[src/pfs_pkg.sv]
// constants and carrier types for the port pin function select block
package pfs_pkg;

  // register bus geometry, pin count and interrupt line count
  localparam int unsigned ADDR_W = 4;
  localparam int unsigned DATA_W = 8;
  localparam int unsigned NPIN = 4;
  localparam int unsigned NINT = 3;

  // register offset of the port function mode register
  localparam logic [ADDR_W-1:0] PORT_FUNCTION_MODE_1_OFFSET = 4'h0;

  // field positions in the port function mode register
  localparam int unsigned BIT_EXT_INT_LINE_TWO_SEL = 6;
  localparam int unsigned BIT_EXT_INT_LINE_ONE_SEL = 5;
  localparam int unsigned BIT_EXT_INT_LINE_ZERO_SEL = 4;
  localparam int unsigned BIT_RSV_HI = 3;
  localparam int unsigned BIT_RSV_LO = 2;
  localparam int unsigned BIT_TXD_SEL = 1;

  // reserved bits read as ones
  localparam logic [DATA_W-1:0] RSV_READ_MASK = 8'h0c;

  // pin index inside the select vector
  localparam int unsigned IDX_PORT1_PIN4 = 0;
  localparam int unsigned IDX_PORT1_PIN5 = 1;
  localparam int unsigned IDX_PORT1_PIN6 = 2;
  localparam int unsigned IDX_PORT2_PIN2 = 3;

  // values after reset
  localparam logic [NPIN-1:0] SEL_RESET = 4'h0;
  localparam logic [DATA_W-1:0] RDATA_RESET = 8'h00;
  localparam logic [NPIN-1:0] PIN_OUT_RESET = 4'h0;
  localparam logic [NPIN-1:0] PIN_OEN_RESET = 4'hf;
  localparam logic [NPIN-1:0] GPIO_IN_RESET = 4'h0;
  localparam logic [NINT-1:0] INT_N_RESET = 3'h7;
  localparam logic [1:0] RST_PIPE_RESET = 2'h0;
  localparam logic [NPIN-1:0] SYNC_RESET = 4'h0;

  // register bus request
  typedef struct packed {
    logic wr;
    logic rd;
    logic [ADDR_W-1:0] addr;
    logic [DATA_W-1:0] wdata;
  } pfs_bus_req_t;

  // drive request for a group of pins: data and enable per pin
  typedef struct packed {
    logic [NPIN-1:0] data;
    logic [NPIN-1:0] en;
  } pfs_drive_t;

  // pad side of a group of pins
  typedef struct packed {
    logic [NPIN-1:0] out;
    logic [NPIN-1:0] oeN;
  } pfs_pad_t;

  // state of the synchroniser
  typedef struct packed {
    logic [NPIN-1:0] stage1;
    logic [NPIN-1:0] stage2;
  } pfs_sync_state_t;

  // state of the top module
  typedef struct packed {
    logic [NPIN-1:0] sel;
    logic [DATA_W-1:0] rdata;
    pfs_pad_t pad;
    logic [NPIN-1:0] gpioIn;
    logic [NINT-1:0] extIntN;
  } pfs_state_t;

endpackage

[src/pfs_port_func_sel.sv]
// port pin function select: mode register and pin multiplexer
//
// Notes on behaviour
// - mode bit 6 set makes port1_pin6 the interrupt input two, clear leaves it plain I/O.
// - mode bit 5 set makes port1_pin5 the interrupt input one, clear leaves it plain I/O.
// - mode bit 4 set makes port1_pin4 the interrupt input zero, clear leaves it plain I/O.
// - mode bit 1 set makes port2_pin2 drive serial transmit data, clear leaves it plain I/O.
// - mode bits 3 and 2 always read back as one, whatever was written.
// - mode bits 6, 5, 4 and 1 are read and written and clear to zero at reset.
//
// Chosen here: strobed register access and the placing of the registers.
`timescale 1ns/1ps
`default_nettype none

module pfs_port_func_sel (
  // clock and reset
  input wire logic clk,
  input wire logic rst_n,
  // register port
  input wire pfs_pkg::pfs_bus_req_t busReq,
  output logic [pfs_pkg::DATA_W-1:0] busRdata,
  // port data path requests, index 0..2 port1 pins 4..6, index 3 port2 pin2
  input wire pfs_pkg::pfs_drive_t gpioDrive,
  output logic [pfs_pkg::NPIN-1:0] gpioIn,
  // serial unit transmit data
  input wire logic serialTxData,
  // interrupt controller request lines, active low, index 0..2 line zero..two
  output logic [pfs_pkg::NINT-1:0] extIntN,
  // pads
  input wire logic [pfs_pkg::NPIN-1:0] pinIn,
  output pfs_pkg::pfs_pad_t pinPad
);

  // register hit decode
  function automatic logic pfs_hit(input logic [pfs_pkg::ADDR_W-1:0] addr);
    pfs_hit = (addr == pfs_pkg::PORT_FUNCTION_MODE_1_OFFSET);
  endfunction

  // mode register image to select vector
  function automatic logic [pfs_pkg::NPIN-1:0] pfs_to_sel(
    input logic [pfs_pkg::DATA_W-1:0] img
  );
    logic [pfs_pkg::NPIN-1:0] s;
    s = pfs_pkg::SEL_RESET;
    s[pfs_pkg::IDX_PORT1_PIN6] = img[pfs_pkg::BIT_EXT_INT_LINE_TWO_SEL];
    s[pfs_pkg::IDX_PORT1_PIN5] = img[pfs_pkg::BIT_EXT_INT_LINE_ONE_SEL];
    s[pfs_pkg::IDX_PORT1_PIN4] = img[pfs_pkg::BIT_EXT_INT_LINE_ZERO_SEL];
    s[pfs_pkg::IDX_PORT2_PIN2] = img[pfs_pkg::BIT_TXD_SEL];
    pfs_to_sel = s;
  endfunction

  // select vector to mode register image
  function automatic logic [pfs_pkg::DATA_W-1:0] pfs_to_img(
    input logic [pfs_pkg::NPIN-1:0] s
  );
    logic [pfs_pkg::DATA_W-1:0] img;
    img = pfs_pkg::RSV_READ_MASK;
    img[pfs_pkg::BIT_EXT_INT_LINE_TWO_SEL] = s[pfs_pkg::IDX_PORT1_PIN6];
    img[pfs_pkg::BIT_EXT_INT_LINE_ONE_SEL] = s[pfs_pkg::IDX_PORT1_PIN5];
    img[pfs_pkg::BIT_EXT_INT_LINE_ZERO_SEL] = s[pfs_pkg::IDX_PORT1_PIN4];
    img[pfs_pkg::BIT_TXD_SEL] = s[pfs_pkg::IDX_PORT2_PIN2];
    pfs_to_img = img;
  endfunction

  // reset release through two flip-flops
  logic [1:0] rstPipe_reg;
  logic rstSyncN;

  always_ff @(posedge clk or negedge rst_n)
  begin
    if (!rst_n)
    begin
      rstPipe_reg <= pfs_pkg::RST_PIPE_RESET;
    end
    else
    begin
      rstPipe_reg <= {rstPipe_reg[0], 1'b1};
    end
  end

  assign rstSyncN = rstPipe_reg[1];

  // pad inputs pass two flip-flops
  logic [pfs_pkg::NPIN-1:0] pinSync;

  pfs_sync u_sync (
    .clk(clk),
    .rstSyncN(rstSyncN),
    .d(pinIn),
    .q(pinSync)
  );

  pfs_pkg::pfs_state_t state_reg;
  pfs_pkg::pfs_state_t state_next;

  // per-pin multiplexer for the three interrupt-capable port 1 pins
  logic [pfs_pkg::NINT-1:0] muxOut;
  logic [pfs_pkg::NINT-1:0] muxOeN;
  logic [pfs_pkg::NINT-1:0] muxIntN;

  genvar gi;
  generate
    for (gi = 0; gi < pfs_pkg::NINT; gi = gi + 1)
    begin : g_port1
      always_comb
      begin
        if (state_reg.sel[gi])
        begin
          // interrupt input: pad released, level forwarded
          muxOut[gi] = 1'b0;
          muxOeN[gi] = 1'b1;
          muxIntN[gi] = pinSync[gi];
        end
        else
        begin
          // plain I/O: port data path owns the pad
          muxOut[gi] = gpioDrive.data[gi];
          muxOeN[gi] = ~gpioDrive.en[gi];
          muxIntN[gi] = 1'b1;
        end
      end
    end
  endgenerate

  // port 2 pin 2 multiplexer
  logic txOut;
  logic txOeN;

  always_comb
  begin
    if (state_reg.sel[pfs_pkg::IDX_PORT2_PIN2])
    begin
      // transmit data output, always driven
      txOut = serialTxData;
      txOeN = 1'b0;
    end
    else
    begin
      txOut = gpioDrive.data[pfs_pkg::IDX_PORT2_PIN2];
      txOeN = ~gpioDrive.en[pfs_pkg::IDX_PORT2_PIN2];
    end
  end

  // next state
  always_comb
  begin
    state_next = state_reg;

    // register write, reserved positions dropped
    if (busReq.wr && pfs_hit(busReq.addr))
    begin
      state_next.sel = pfs_to_sel(busReq.wdata);
    end

    // read data stands for one cycle only
    if (busReq.rd && pfs_hit(busReq.addr))
    begin
      state_next.rdata = pfs_to_img(state_reg.sel);
    end
    else
    begin
      state_next.rdata = pfs_pkg::RDATA_RESET;
    end

    // pads
    state_next.pad.out[pfs_pkg::NINT-1:0] = muxOut;
    state_next.pad.oeN[pfs_pkg::NINT-1:0] = muxOeN;
    state_next.pad.out[pfs_pkg::IDX_PORT2_PIN2] = txOut;
    state_next.pad.oeN[pfs_pkg::IDX_PORT2_PIN2] = txOeN;

    // pad levels back to the port data path
    state_next.gpioIn = pinSync;

    // interrupt request lines
    state_next.extIntN = muxIntN;
  end

  always_ff @(posedge clk or negedge rstSyncN)
  begin
    if (!rstSyncN)
    begin
      state_reg.sel <= pfs_pkg::SEL_RESET;
      state_reg.rdata <= pfs_pkg::RDATA_RESET;
      state_reg.pad.out <= pfs_pkg::PIN_OUT_RESET;
      state_reg.pad.oeN <= pfs_pkg::PIN_OEN_RESET;
      state_reg.gpioIn <= pfs_pkg::GPIO_IN_RESET;
      state_reg.extIntN <= pfs_pkg::INT_N_RESET;
    end
    else
    begin
      state_reg <= state_next;
    end
  end

  // outputs straight from flip-flops
  assign busRdata = state_reg.rdata;
  assign gpioIn = state_reg.gpioIn;
  assign extIntN = state_reg.extIntN;
  assign pinPad = state_reg.pad;

endmodule

`default_nettype wire

[src/pfs_sync.sv]
// two flip-flop synchroniser for the pin inputs
`timescale 1ns/1ps
`default_nettype none

module pfs_sync (
  // clock and reset
  input wire logic clk,
  input wire logic rstSyncN,
  // asynchronous levels in, synchronised levels out
  input wire logic [pfs_pkg::NPIN-1:0] d,
  output logic [pfs_pkg::NPIN-1:0] q
);

  pfs_pkg::pfs_sync_state_t state_reg;
  pfs_pkg::pfs_sync_state_t state_next;

  // first stage feeds only the second stage
  always_comb
  begin
    state_next = state_reg;
    state_next.stage1 = d;
    state_next.stage2 = state_reg.stage1;
  end

  always_ff @(posedge clk or negedge rstSyncN)
  begin
    if (!rstSyncN)
    begin
      state_reg.stage1 <= pfs_pkg::SYNC_RESET;
      state_reg.stage2 <= pfs_pkg::SYNC_RESET;
    end
    else
    begin
      state_reg <= state_next;
    end
  end

  assign q = state_reg.stage2;

endmodule

`default_nettype wire
[config.mk]
export PLATFORM = sky130hd
export DESIGN_NAME = pfs_port_func_sel
export DESIGN_NICKNAME = d
export VERILOG_FILES = /design/src/pfs_pkg.sv /design/src/pfs_port_func_sel.sv /design/src/pfs_sync.sv
export SDC_FILE = /design/constraint.sdc
export NUM_CORES = 1
export LEC_CHECK = 0
export ABC_CLOCK_PERIOD_IN_PS = 2450
export BUFFER_PORTS_ARGS = -buffer_cell sky130_fd_sc_hd__buf_2
export CORE_MARGIN = 3
export CORE_UTILIZATION = 49
export DETAILED_ROUTE_END_ITERATION = 10
export PLACE_DENSITY = 0.82
export SLEW_MARGIN = 30
export SYNTH_ARGS = -nofsm -noshare
export SYNTH_HDL_FRONTEND = slang
export SYNTH_HIERARCHICAL = 1
export SYNTH_SLANG_ARGS = --single-unit
[constraint.sdc]
create_clock -name clk -period 2.45 [get_ports clk]
set_clock_uncertainty 0.15 [all_clocks]
set_input_delay 0.1225 -clock clk [delete_from_list [all_inputs] [get_ports clk]]
set_output_delay 0.1225 -clock clk [all_outputs]
set_load 0.01 [all_outputs]
# Yosys cells after proc, flatten, opt, wreduce, memory -nomap -nowiden
# Index checks and enable logic that the tools add are counted.
[classes]
n_reduce_logical = 3
n_bitwise = 4
n_mux = 12
[ops]
columns = ["operator", "n"]
rows = [
  ["$mux W1", 11],
  ["$mux W7", 1],
  ["$logic_not A4 Y1", 1],
  ["$not A1 Y1", 4],
  ["$logic_and A1 B1 Y1", 2],
]
[word_totals]
wordCells = 28
out_inout_bits = 23
inputBits = 29
register_bits = 36

# Longest topological paths before layout
# Gate-level depths: netlist (run 1).
[logic_depth]
ltp_word = 3
ltp_mapped = 3
depth_no_buf = 3

# By module
# The synthesis (run 1) kept the hierarchy.
[by_module_without_submodules]
columns = ["module", "area_per_inst_um2", "cells_each", "instances", "seq_area_each_um2"]
rows = [
  ["pfs_port_func_sel", 1041.0, 73, 1, 659.4],
  ["pfs_sync", 200.2, 8, 1, 200.2],
]

# Least setup slack after synthesis (run 1)
# OpenSTA, ideal clock, no wires.
[synth_path]
kind = "input to register"
start = "input port busReq[9] (netlist bit)"
end = "register state_reg[23] (netlist bit)"
cell_stages = 3
arrival_time_ps = 900
path_slack_ps = 1275
setup_time_ps = 125
t_required_ps = 2175
path_buffers = 0
path_cell_list = "nor4_4 nand2_4 mux2_4"
[synth_between]
elab_chain_len = 2
[synth_rtl]
columns = ["item", "line", "text"]
rows = [
  ["start, declared", "pfs_port_func_sel.sv:20", "input wire pfs_pkg::pfs_bus_req_t busReq,"],
  ["$logic_not A4 Y1", "pfs_port_func_sel.sv:36", "pfs_hit = (addr == pfs_pkg::PORT_FUNCTION_MODE_1_OFFSET);"],
  ["$logic_and A1 B1 Y1", "pfs_port_func_sel.sv:150", "if (busReq.wr && pfs_hit(busReq.addr))"],
  ["end signal, assigned", "pfs_port_func_sel.sv:191", "state_reg <= state_next;"],
  ["end, declared", "pfs_port_func_sel.sv:93", "pfs_pkg::pfs_state_t state_reg;"],
]
# Every way passes these cells.
# A chain may end at the register's enable or synchronous reset.

==> metrics.yaml, run 1 <==
global_route:
  track_usage_pct: 15.7
  grt_pass1_vias: 794
  grt_pass1_wl_um: 3550
  grt_overflow_total: 0
  antenna_found_initial: 0
  grt_max_degree: 30
detailed_routing:
  drt_iter0_drc: 2
  wl_met2_um: 1250
  via_count: 710
  routed_wl_um: 2110
  vias_per_cell: 4.36
  highest_layer: "met4"
  drc: 0
  route.met3.wl_um: 167
  wire_per_inst_um: 13.0
  firstDrtPassIters: 2
  met1_length_um: 640
  antenna_left: 0
layout:
  utilization_pct: 70.5
  diodes: 0
  layout_common_cells: "buf_2 (45), dfrtp_1 (27), dlygate4sd3_1 (22)"
  final_nets: 163
  final_common_cell: "buf_2"
  syn_to_final_growth_pct: 30.5
  largest_register_ff_count: 8
  drive_gt1_share_pct: 53.3
clock_network:
  cts_tree: "built"
  cts_resized: 0
  clock_path_buffers: 2
  cts-root-buf: "clkbuf_4"
  clock_latency_ns: 0.33
  cts_buffers: 5
  clk_pin_slew_ns: 0.09
  postCtsSetupRepairBufs: 0
  h-tree-depth: 2
  cts.sinks: 34
  postCtsHoldBufs: 22
setup_path:
  r2r_cells: 2
  arrival_ns: 1.64
  start_kind: "flip-flop"
  crit_start: "state_reg[26]"
  r2r_end: "pinPad[7]"
  setup.worst_path.end: "pinPad[7]"
  worstPathRequired_ns: 2.52
  crit_fanout: 4
  r2r_start: "state_reg[26]"
  worst_setup_path_end_kind: "flip-flop"
  criticalPathCategory: "reg2reg"
  r2r_slack_ns: 0.88
power:
  p_per_area_mw_per_mm2: 692
  leakage_nw: 0.835
  seqPwrFrac_pct: 58.5
  internal_power_uw: 856
  swShare_pct: 23.6
  p_sw_uw: 264
  clkPwrFrac_pct: 27.7
  pwr-share-comb_pct: 13.8
  ir_drop_mv: 0.491
run:
  maxCapViolCount: 0
floorplanning:
  core_area_mm2: 0.00230
  initial_utilization_pct: 54.0
  die_w_um: 56.3
  die_area_mm2: 0.00317
  num_rows: 17
  pin_count: 52
  dieHeight_um: 56.3
min_path:
  hold_path_class: "in2reg"
synth:
  synth_seq_cells: 34
  synthDistinctLibCells: 13
  yosysWarnings: 6
  seq_area_frac_synth_pct: 69.3
  synth_area_per_cell_um2: 15.3
  syn-instance-count: 81
  syn_area_mm2: 0.00124
sta:
  slew_violations: 0
  grt_setup_unrepaired: "false"
  tns_ns: 0
  period_share_pct: 64.1
  finalHoldViolCount: 0
  timing.fmax_mhz: 636
  min_period_ns: 1.57
  final-setup-viol-count: 0
placed_design:
  dpl.hpwl_um: 1420
  globalplace.congestion: 0.693
  port_buffers: 45
outcome:
  status: "finished, final reports clean"
[power groups by stage]
stage,Clock (mW),Sequential [mW],Combinational (mW)
final,0.310,0.655,0.155
after global routing,0.354,0.663,0.170
after CTS,0.327,0.657,0.158
after detailed placement,0,0.668,0.128
after global placement,0,0.665,0.123
after floorplan,0,0.663,0.106
[cell type report]
class,instances,area [µm²]
Sequential cell,34,860
Clock buffer,7,55.1
Clock inverter,1,5.00
Fill cell,176,677
Tap cell,28,35.0
Timing Repair Buffer,68,453
Multi-Input combinational cell,25,213
[Yosys cell counts]
master	number	area share, %
mux2_2	1	0.91
conb_1	2	0.61
mux2_4	4	4.8
nand2_4	1	0.91
nor2b_1	3	1.5
nor2_1	1	0.30
dfstp_2	7	15
dfrtp_1	27	54
buf_4	23	14
nor4_4	1	1.7
and2_2	1	0.61
nand2b_1	6	3.0
and3_2	4	2.4
[critical path, cell delays in order (launching register included)]
cell and delay (ns):
dfrtp_1 0.40, mux2_2 0.35, dlygate4sd3_1 0.56
[cells by family after synthesis]
family	synth area share, %
DFF	69.3
buffers and inverters	13.9
and+or+nand+nor	10.5
muxes	5.75
other	0.605
[how the worst min path moves through the flow]
stage / from / endpoint / slack, ns / cells after the start
after global routing: busReq[13] / state_reg[23] / 0.004 / 3
after floorplan: rst_n / rstPipe_reg[0] / -0.32 / 0
after detailed placement: rst_n / rstPipe_reg[0] / -0.24 / 1
after CTS: busReq[13] / state_reg[24] / 0.002 / 3
final: busReq[13] / state_reg[24] / 0.02 / 3
after global placement: rst_n / rstPipe_reg[0] / -0.24 / 1
[through the flow]
| step | setup WS (ns) | cell area (µm²) | cells | total power [mW] | hold WS (ns) |
|---|---|---|---|---|---|
| 6_report | 0.878 | 1620 | 163 | 1.12 | 0.0225 |
| 5_1_grt | 0.833 | 1620 | 163 | 1.19 | 0.00353 |
| 4_1_cts | 0.861 | 1620 | 163 | 1.14 | 0.00208 |
| 3_5_place_dp | 1.08 | 1340 | 133 | 0.796 | -0.240 |
| 3_3_place_gp | 1.11 | 1340 | 133 | 0.789 | -0.241 |
| 2_1_floorplan | 1.28 | 1240 | 82 | 0.769 | -0.323 |
[per-layer routing]
metal	global-route usage, %	up-vias
met5	0	-
met4	9.15	0
met3	6.44	6
met2	28.5	30
met1	14.3	340
li1	-	334
(Power assumes the default switching activity.)
==> inputs of run 2 (changes only) <==
--- a/config.mk
+++ b/config.mk
@@ -5,12 +5,13 @@
 export SDC_FILE = /design/constraint.sdc
 export NUM_CORES = 1
 export LEC_CHECK = 0
-export ABC_CLOCK_PERIOD_IN_PS = 2450
+export ABC_AREA = 1
+export ABC_CLOCK_PERIOD_IN_PS = 1300
 export BUFFER_PORTS_ARGS = -buffer_cell sky130_fd_sc_hd__buf_2
 export CORE_MARGIN = 3
-export CORE_UTILIZATION = 49
+export CORE_UTILIZATION = 42
 export DETAILED_ROUTE_END_ITERATION = 10
-export PLACE_DENSITY = 0.82
+export PLACE_DENSITY = 0.74
 export SLEW_MARGIN = 30
 export SYNTH_ARGS = -nofsm -noshare
 export SYNTH_HDL_FRONTEND = slang
==> constraint.sdc (replaced) <==
create_clock -name clk -period 1.3 [get_ports clk]
set_clock_uncertainty 0.15 [all_clocks]
set_input_delay 0.065 -clock clk [delete_from_list [all_inputs] [get_ports clk]]
set_output_delay 0.065 -clock clk [all_outputs]
set_load 0.01 [all_outputs]
==> metrics.yaml, run 2 <==
setup_path:
  arrival_ns: 1.25
  crit_fanout: 5
  worstPathRequired_ns: 1.36
  start_kind: "primary input"
  criticalPathCategory: "in2reg"
  worst_setup_path_end_kind: "flip-flop"
clock_network:
  h-tree-depth: 2
  clock_latency_ns: 0.32
  cts_tree: "built"
  clock_path_buffers: 2
  cts-root-buf: "clkbuf_4"
  cts.sinks: 34
  postCtsSetupRepairBufs: 0
  cts_resized: 0
  cts_buffers: 5
  clk_pin_slew_ns: 0.10
global_route:
  grt_overflow_total: 0
  grt_pass1_wl_um: 3350
  grt_max_degree: 33
  antenna_found_initial: 0
  track_usage_pct: 13.4
  grt_pass1_vias: 832
floorplanning:
  num_rows: 19
  die_area_mm2: 0.00368
  dieHeight_um: 60.7
  pin_count: 52
  initial_utilization_pct: 44.8
  die_w_um: 60.7
  core_area_mm2: 0.00281
run:
  maxCapViolCount: 0
sta:
  period_share_pct: 91.8
  grt_setup_unrepaired: "false"
  final-setup-viol-count: 0
  finalHoldViolCount: 0
  tns_ns: 0
  min_period_ns: 1.19
  timing.fmax_mhz: 838
  slew_violations: 0
synth:
  synth_fa_ha_area_share_pct: 0
  syn_area_mm2: 0.00126
  synth_common_cells: "dfrtp_1 (27), buf_4 (23), nand2_1 (14)"
  yosys.area.top_type: "dfrtp_1"
  synthDistinctLibCells: 14
  yosysWarnings: 6
  synth_compound_area_share_pct: 0
  synth_xor_area_share_pct: 0
  synthFlopType: "dfrtp_1"
  synth_top_family_by_area: "buffers and inverters"
  synth_top_area_share_pct: 53.8
  synthTopCellsByArea: "dfrtp_1 (54%), dfstp_2 (15%), buf_4 (14%)"
  synth.area.mux_share_pct: 0
  seq_area_frac_synth_pct: 68.4
  synth_area_per_cell_um2: 12.6
  synth_seq_cells: 34
  syn-instance-count: 100
  synth_edf_count: 0
  yosysMostFrequentCell: "dfrtp_1"
  synthSimpleGateAreaFrac_pct: 14.8
  synth-async-reset-ratio_pct: 100
power:
  ir_drop_mv: 0.728
  p_per_area_mw_per_mm2: 1230
  leakage_nw: 0.870
  p_total_mw: 2.08
detailed_routing:
  antenna_left: 0
  vias_per_cell: 4.21
  drc: 0
  via_count: 795
  routed_wl_um: 2080
  firstDrtPassIters: 2
  drt_iter0_drc: 5
  wire_per_inst_um: 11.0
layout:
  diodes: 0
  fillers: 238
  drive_gt1_share_pct: 43.7
  final_nets: 186
  utilization_pct: 60.3
  largest_register_ff_count: 8
  layout_common_cells: "buf_2 (45), dfrtp_1 (27), dlygate4sd3_1 (26)"
  final_common_cell: "buf_2"
  syn_to_final_growth_pct: 34.7
placed_design:
  port_buffers: 45
  globalplace.congestion: 0.745
outcome:
  status: "finished, final reports clean"
min_path:
  hold_path_class: "reg2async"
==> run 2: cell count changes after synthesis, moves of 2 or more <==
cell,previous run,this run
nor2_2,0,4
nor2b_1,3,0
mux2_4,4,0
and3_2,4,0
nor2_1,1,4
nor2_4,0,2
nand2b_1,6,0
nand4_1,0,4
inv_1,0,7
or2_1,0,3
nand2_1,0,14
==> run 2: kinds of logic after synthesis <==
group                  count (synthesis)
buffers and inverters                 31
AND/OR/NAND/NOR                       33
other                                  2
flip-flops                            34
==> run 2: repair_timing <==
action | 4_1_cts | 5_1_grt
hold endpoints to repair | 23 | 1
setup endpoints to repair | 0 | 1
hold buffers | 24 | 3
==> run 2: metrics by stage <==
| step | std cells | hold WS [ns] | cell area, µm² | setup WS (ns) |
|---|---|---|---|---|
| after floorplan | 101 | -0.381 | 1260 | 0.146 |
| after global placement | 155 | -0.300 | 1370 | 0.416 |
| after detailed placement | 155 | -0.293 | 1370 | 0.396 |
| after CTS | 187 | 0.0980 | 1670 | 0.0287 |
| after global routing | 189 | 0.100 | 1690 | 0.0526 |
| final | 189 | 0.0798 | 1690 | 0.107 |
==> run 2: worst paths after layout <==
kind | startpoint | endpoint | slack (ns) | cells past startpoint
setup / recovery | busReq[11] | state_reg[26] | 0.11 | 6
hold / removal | rstPipe_reg[1] | gpioIn[1] | 0.08 | 1
setup reg to reg | state_reg[25] | extIntN[2] | 0.40 | 2
hold reg to reg | rstPipe_reg[1] | gpioIn[1] | 0.08 | 1
max in group asynchronous | rst_n | rstPipe_reg[1] | 0.43 | 3
min in group clk | u_sync/q[3] | gpioIn[3] | 0.20 | 0
==> run 2: worst max-delay path, cell delays in order <==
cell,delay (ns)
buf_2,0.11
nor2_4,0.10
dlygate4sd3_1,0.70
nand3_2,0.15
nand2_1,0.08
nand2_1,0.05
==> run 2: routing by layer <==
metal,track usage [%],share of wire [%]
met5,0,0
met4,9.29,2.1
met3,5.74,7.0
met2,23.5,54
met1,12.4,37
==> run 2: final cells by class <==
class	instances	area, µm²	share of cell area, %
Clock inverter	1	5.00	0.296
Multi-Input combinational cell	36	198	11.7
Inverter	8	30.0	1.78
Clock buffer	7	55.1	3.25
Sequential cell	34	860	50.8
Tap cell	31	38.8	2.29
Timing Repair Buffer	72	505	29.9
==> run 2: power breakdown <==
group	internal, mW	leakage (nW)	switching, mW
combinational	0.150	0.429	0.149
sequential	1.17	0.406	0.0397
clock	0.262	0.0353	0.315
==> inputs of run 3 (changes only) <==
--- a/config.mk
+++ b/config.mk
@@ -5,13 +5,12 @@
 export SDC_FILE = /design/constraint.sdc
 export NUM_CORES = 1
 export LEC_CHECK = 0
-export ABC_AREA = 1
-export ABC_CLOCK_PERIOD_IN_PS = 1300
+export ABC_CLOCK_PERIOD_IN_PS = 1400
 export BUFFER_PORTS_ARGS = -buffer_cell sky130_fd_sc_hd__buf_2
 export CORE_MARGIN = 3
-export CORE_UTILIZATION = 42
+export CORE_UTILIZATION = 49
 export DETAILED_ROUTE_END_ITERATION = 10
-export PLACE_DENSITY = 0.74
+export PLACE_DENSITY = 0.82
 export SLEW_MARGIN = 30
 export SYNTH_ARGS = -nofsm -noshare
 export SYNTH_HDL_FRONTEND = slang
==> constraint.sdc (replaced) <==
create_clock -name clk -period 1.4 [get_ports clk]
set_clock_uncertainty 0.15 [all_clocks]
set_input_delay 0.07 -clock clk [delete_from_list [all_inputs] [get_ports clk]]
set_output_delay 0.07 -clock clk [all_outputs]
set_load 0.01 [all_outputs]
==> metrics.yaml, run 3 (synthesized netlist as in run 1, its figures left out) <==
global_route:
  grt_pass1_vias: 812
  grt_overflow_total: 0
  track_usage_pct: 15.0
  grt_pass1_wl_um: 3500
  gr-usage-met3_pct: 5.29
  grt-busiest-layer: "met2"
  grt_use_met2_pct: 28.5
  grt_use_met1_pct: 13.2
  antenna_found_initial: 0
  grt_max_degree: 30
detailed_routing:
  antenna_left: 0
  vias_per_cell: 4.46
  routed_wl_um: 2080
  drt_iter0_drc: 10
  firstDrtPassIters: 4
  via_count: 732
  drc: 0
  wire_per_inst_um: 12.7
min_path:
  whs_path_depth: 4
  worstHoldStart: "busReq[10]"
  hold_path_class: "in2reg"
  min_to: "state_reg[24]"
setup_path:
  arrival_ns: 0.96
  r2r_start: "state_reg[26]"
  crit_chain: "buf_2"
  cp_top_family: "flip-flops"
  slowest_stage: "dfstp_2"
  r2r_cells: 1
  max_stage_delay_ns: 0.52
  r2r_slack_ns: 0.39
  start_kind: "flip-flop"
  worstPathRequired_ns: 1.18
  criticalPathCategory: "reg2out"
  r2r_end: "pinPad[7]"
  worst_setup_path_end_kind: "output pin"
  crit_fanout: 1
  crit_buf_inv: 1
placed_design:
  dp_cells: 134
  globalplace.congestion: 0.692
  port_buffers: 45
  dpl.hpwl_um: 1470
power:
  p_per_area_mw_per_mm2: 1270
  ir_drop_mv: 1.02
  leakage_nw: 0.846
sta:
  min_period_ns: 1.18
  period_share_pct: 84.2
  final-setup-viol-count: 0
  finalHoldViolCount: 0
  grt_setup_unrepaired: "false"
  timing.fmax_mhz: 848
  tns_ns: 0
  slew_violations: 0
  timing.hold.ws_ns: 0.0227
floorplanning:
  die_w_um: 56.3
  num_rows: 17
  pin_count: 52
  core_area_mm2: 0.00230
  dieHeight_um: 56.3
  initial_utilization_pct: 54.0
  die_area_mm2: 0.00317
clock_network:
  clock_latency_ns: 0.32
  clk_pin_slew_ns: 0.09
  h-tree-depth: 2
  cts_resized: 0
  postCtsSetupRepairBufs: 0
  cts-root-buf: "clkbuf_4"
  clock_path_buffers: 2
  cts.sinks: 34
  cts_tree: "built"
  cts_buffers: 5
layout:
  syn_to_final_growth_pct: 33.4
  layout.cells.non_filler: 164
  seq_area_um2: 860
  final_nets: 164
  diodes: 0
  final_common_cell: "buf_2"
  multi_input_area_um2: 213
  fillers: 177
  layout_common_cells: "buf_2 (45), dfrtp_1 (27), dlygate4sd3_1 (22)"
  drive_gt1_share_pct: 52.9
  largest_register_ff_count: 8
  utilization_pct: 72.1
run:
  maxCapViolCount: 0
outcome:
  status: "finished, final reports clean"
-- run 3: cell types whose count changed in the layout (fill, tap and decap cells not counted), sizes merged, moves of 2 or more --
cell | before | now
and3 | 0 | 4
dlygate4sd3 | 26 | 22
inv | 8 | 0
mux2 | 0 | 5
nand2 | 14 | 1
nand2b | 0 | 6
nand3 | 2 | 0
nand4 | 4 | 0
nor2 | 10 | 1
nor2b | 0 | 3
or2 | 3 | 0
-- run 3: how the worst max path moves through the flow --
stage | start | to | slack [ns] | cells past startpoint
2_1_floorplan | rstPipe_reg[1] | busRdata[1] | 0.25 | 0
3_3_place_gp | busReq[9] | state_reg[24] | 0.19 | 4
3_5_place_dp | busReq[9] | state_reg[25] | 0.15 | 4
4_1_cts | extIntN[2] | extIntN[2] | 0.20 | 1
5_1_grt | extIntN[0] | extIntN[0] | 0.17 | 1
6_report | extIntN[2] | extIntN[2] | 0.22 | 1
-- run 3: report_power, final --
| part | total, mW | switching, mW | internal (mW) |
|---|---|---|---|
| clock network | 0.673 | 0.294 | 0.379 |
| logic | 0.273 | 0.108 | 0.165 |
| registers | 1.15 | 0.0556 | 1.09 |
| total | 2.09 | 0.457 | 1.64 |
-- run 3: through the flow --
step	area, µm²	setup WS, ns	power [mW]
4_1_cts	1660	0.203	2.12
6_report	1660	0.221	2.09
3_3_place_gp	1360	0.188	1.39
2_1_floorplan	1240	0.246	1.35
5_1_grt	1660	0.174	2.20
3_5_place_dp	1360	0.149	1.40
-- run 3: layout make-up --
class,instances,area share (%)
well taps,28,2.12
repair buffers,69,28.6
flip-flops and latches,34,51.9
clock inverters,1,1.81
clock buffers,7,2.72
multi-input cells,25,12.8
-- run 3: timing repair --
item | CTS | global route
setup endpoints to repair | 0 | 0
hold buffers | 22 | 0
endpoints found under the hold margin | 25 | 0
-- run 3: per-layer routing --
| layer | wire, µm | vias to the layer above |
|---|---|---|
| li1 | - | 336 |
| met1 | 636 | 358 |
| met2 | 1240 | 33 |
| met3 | 172 | 5 |
| met4 | 29 | 0 |
| met5 | 0 | - |
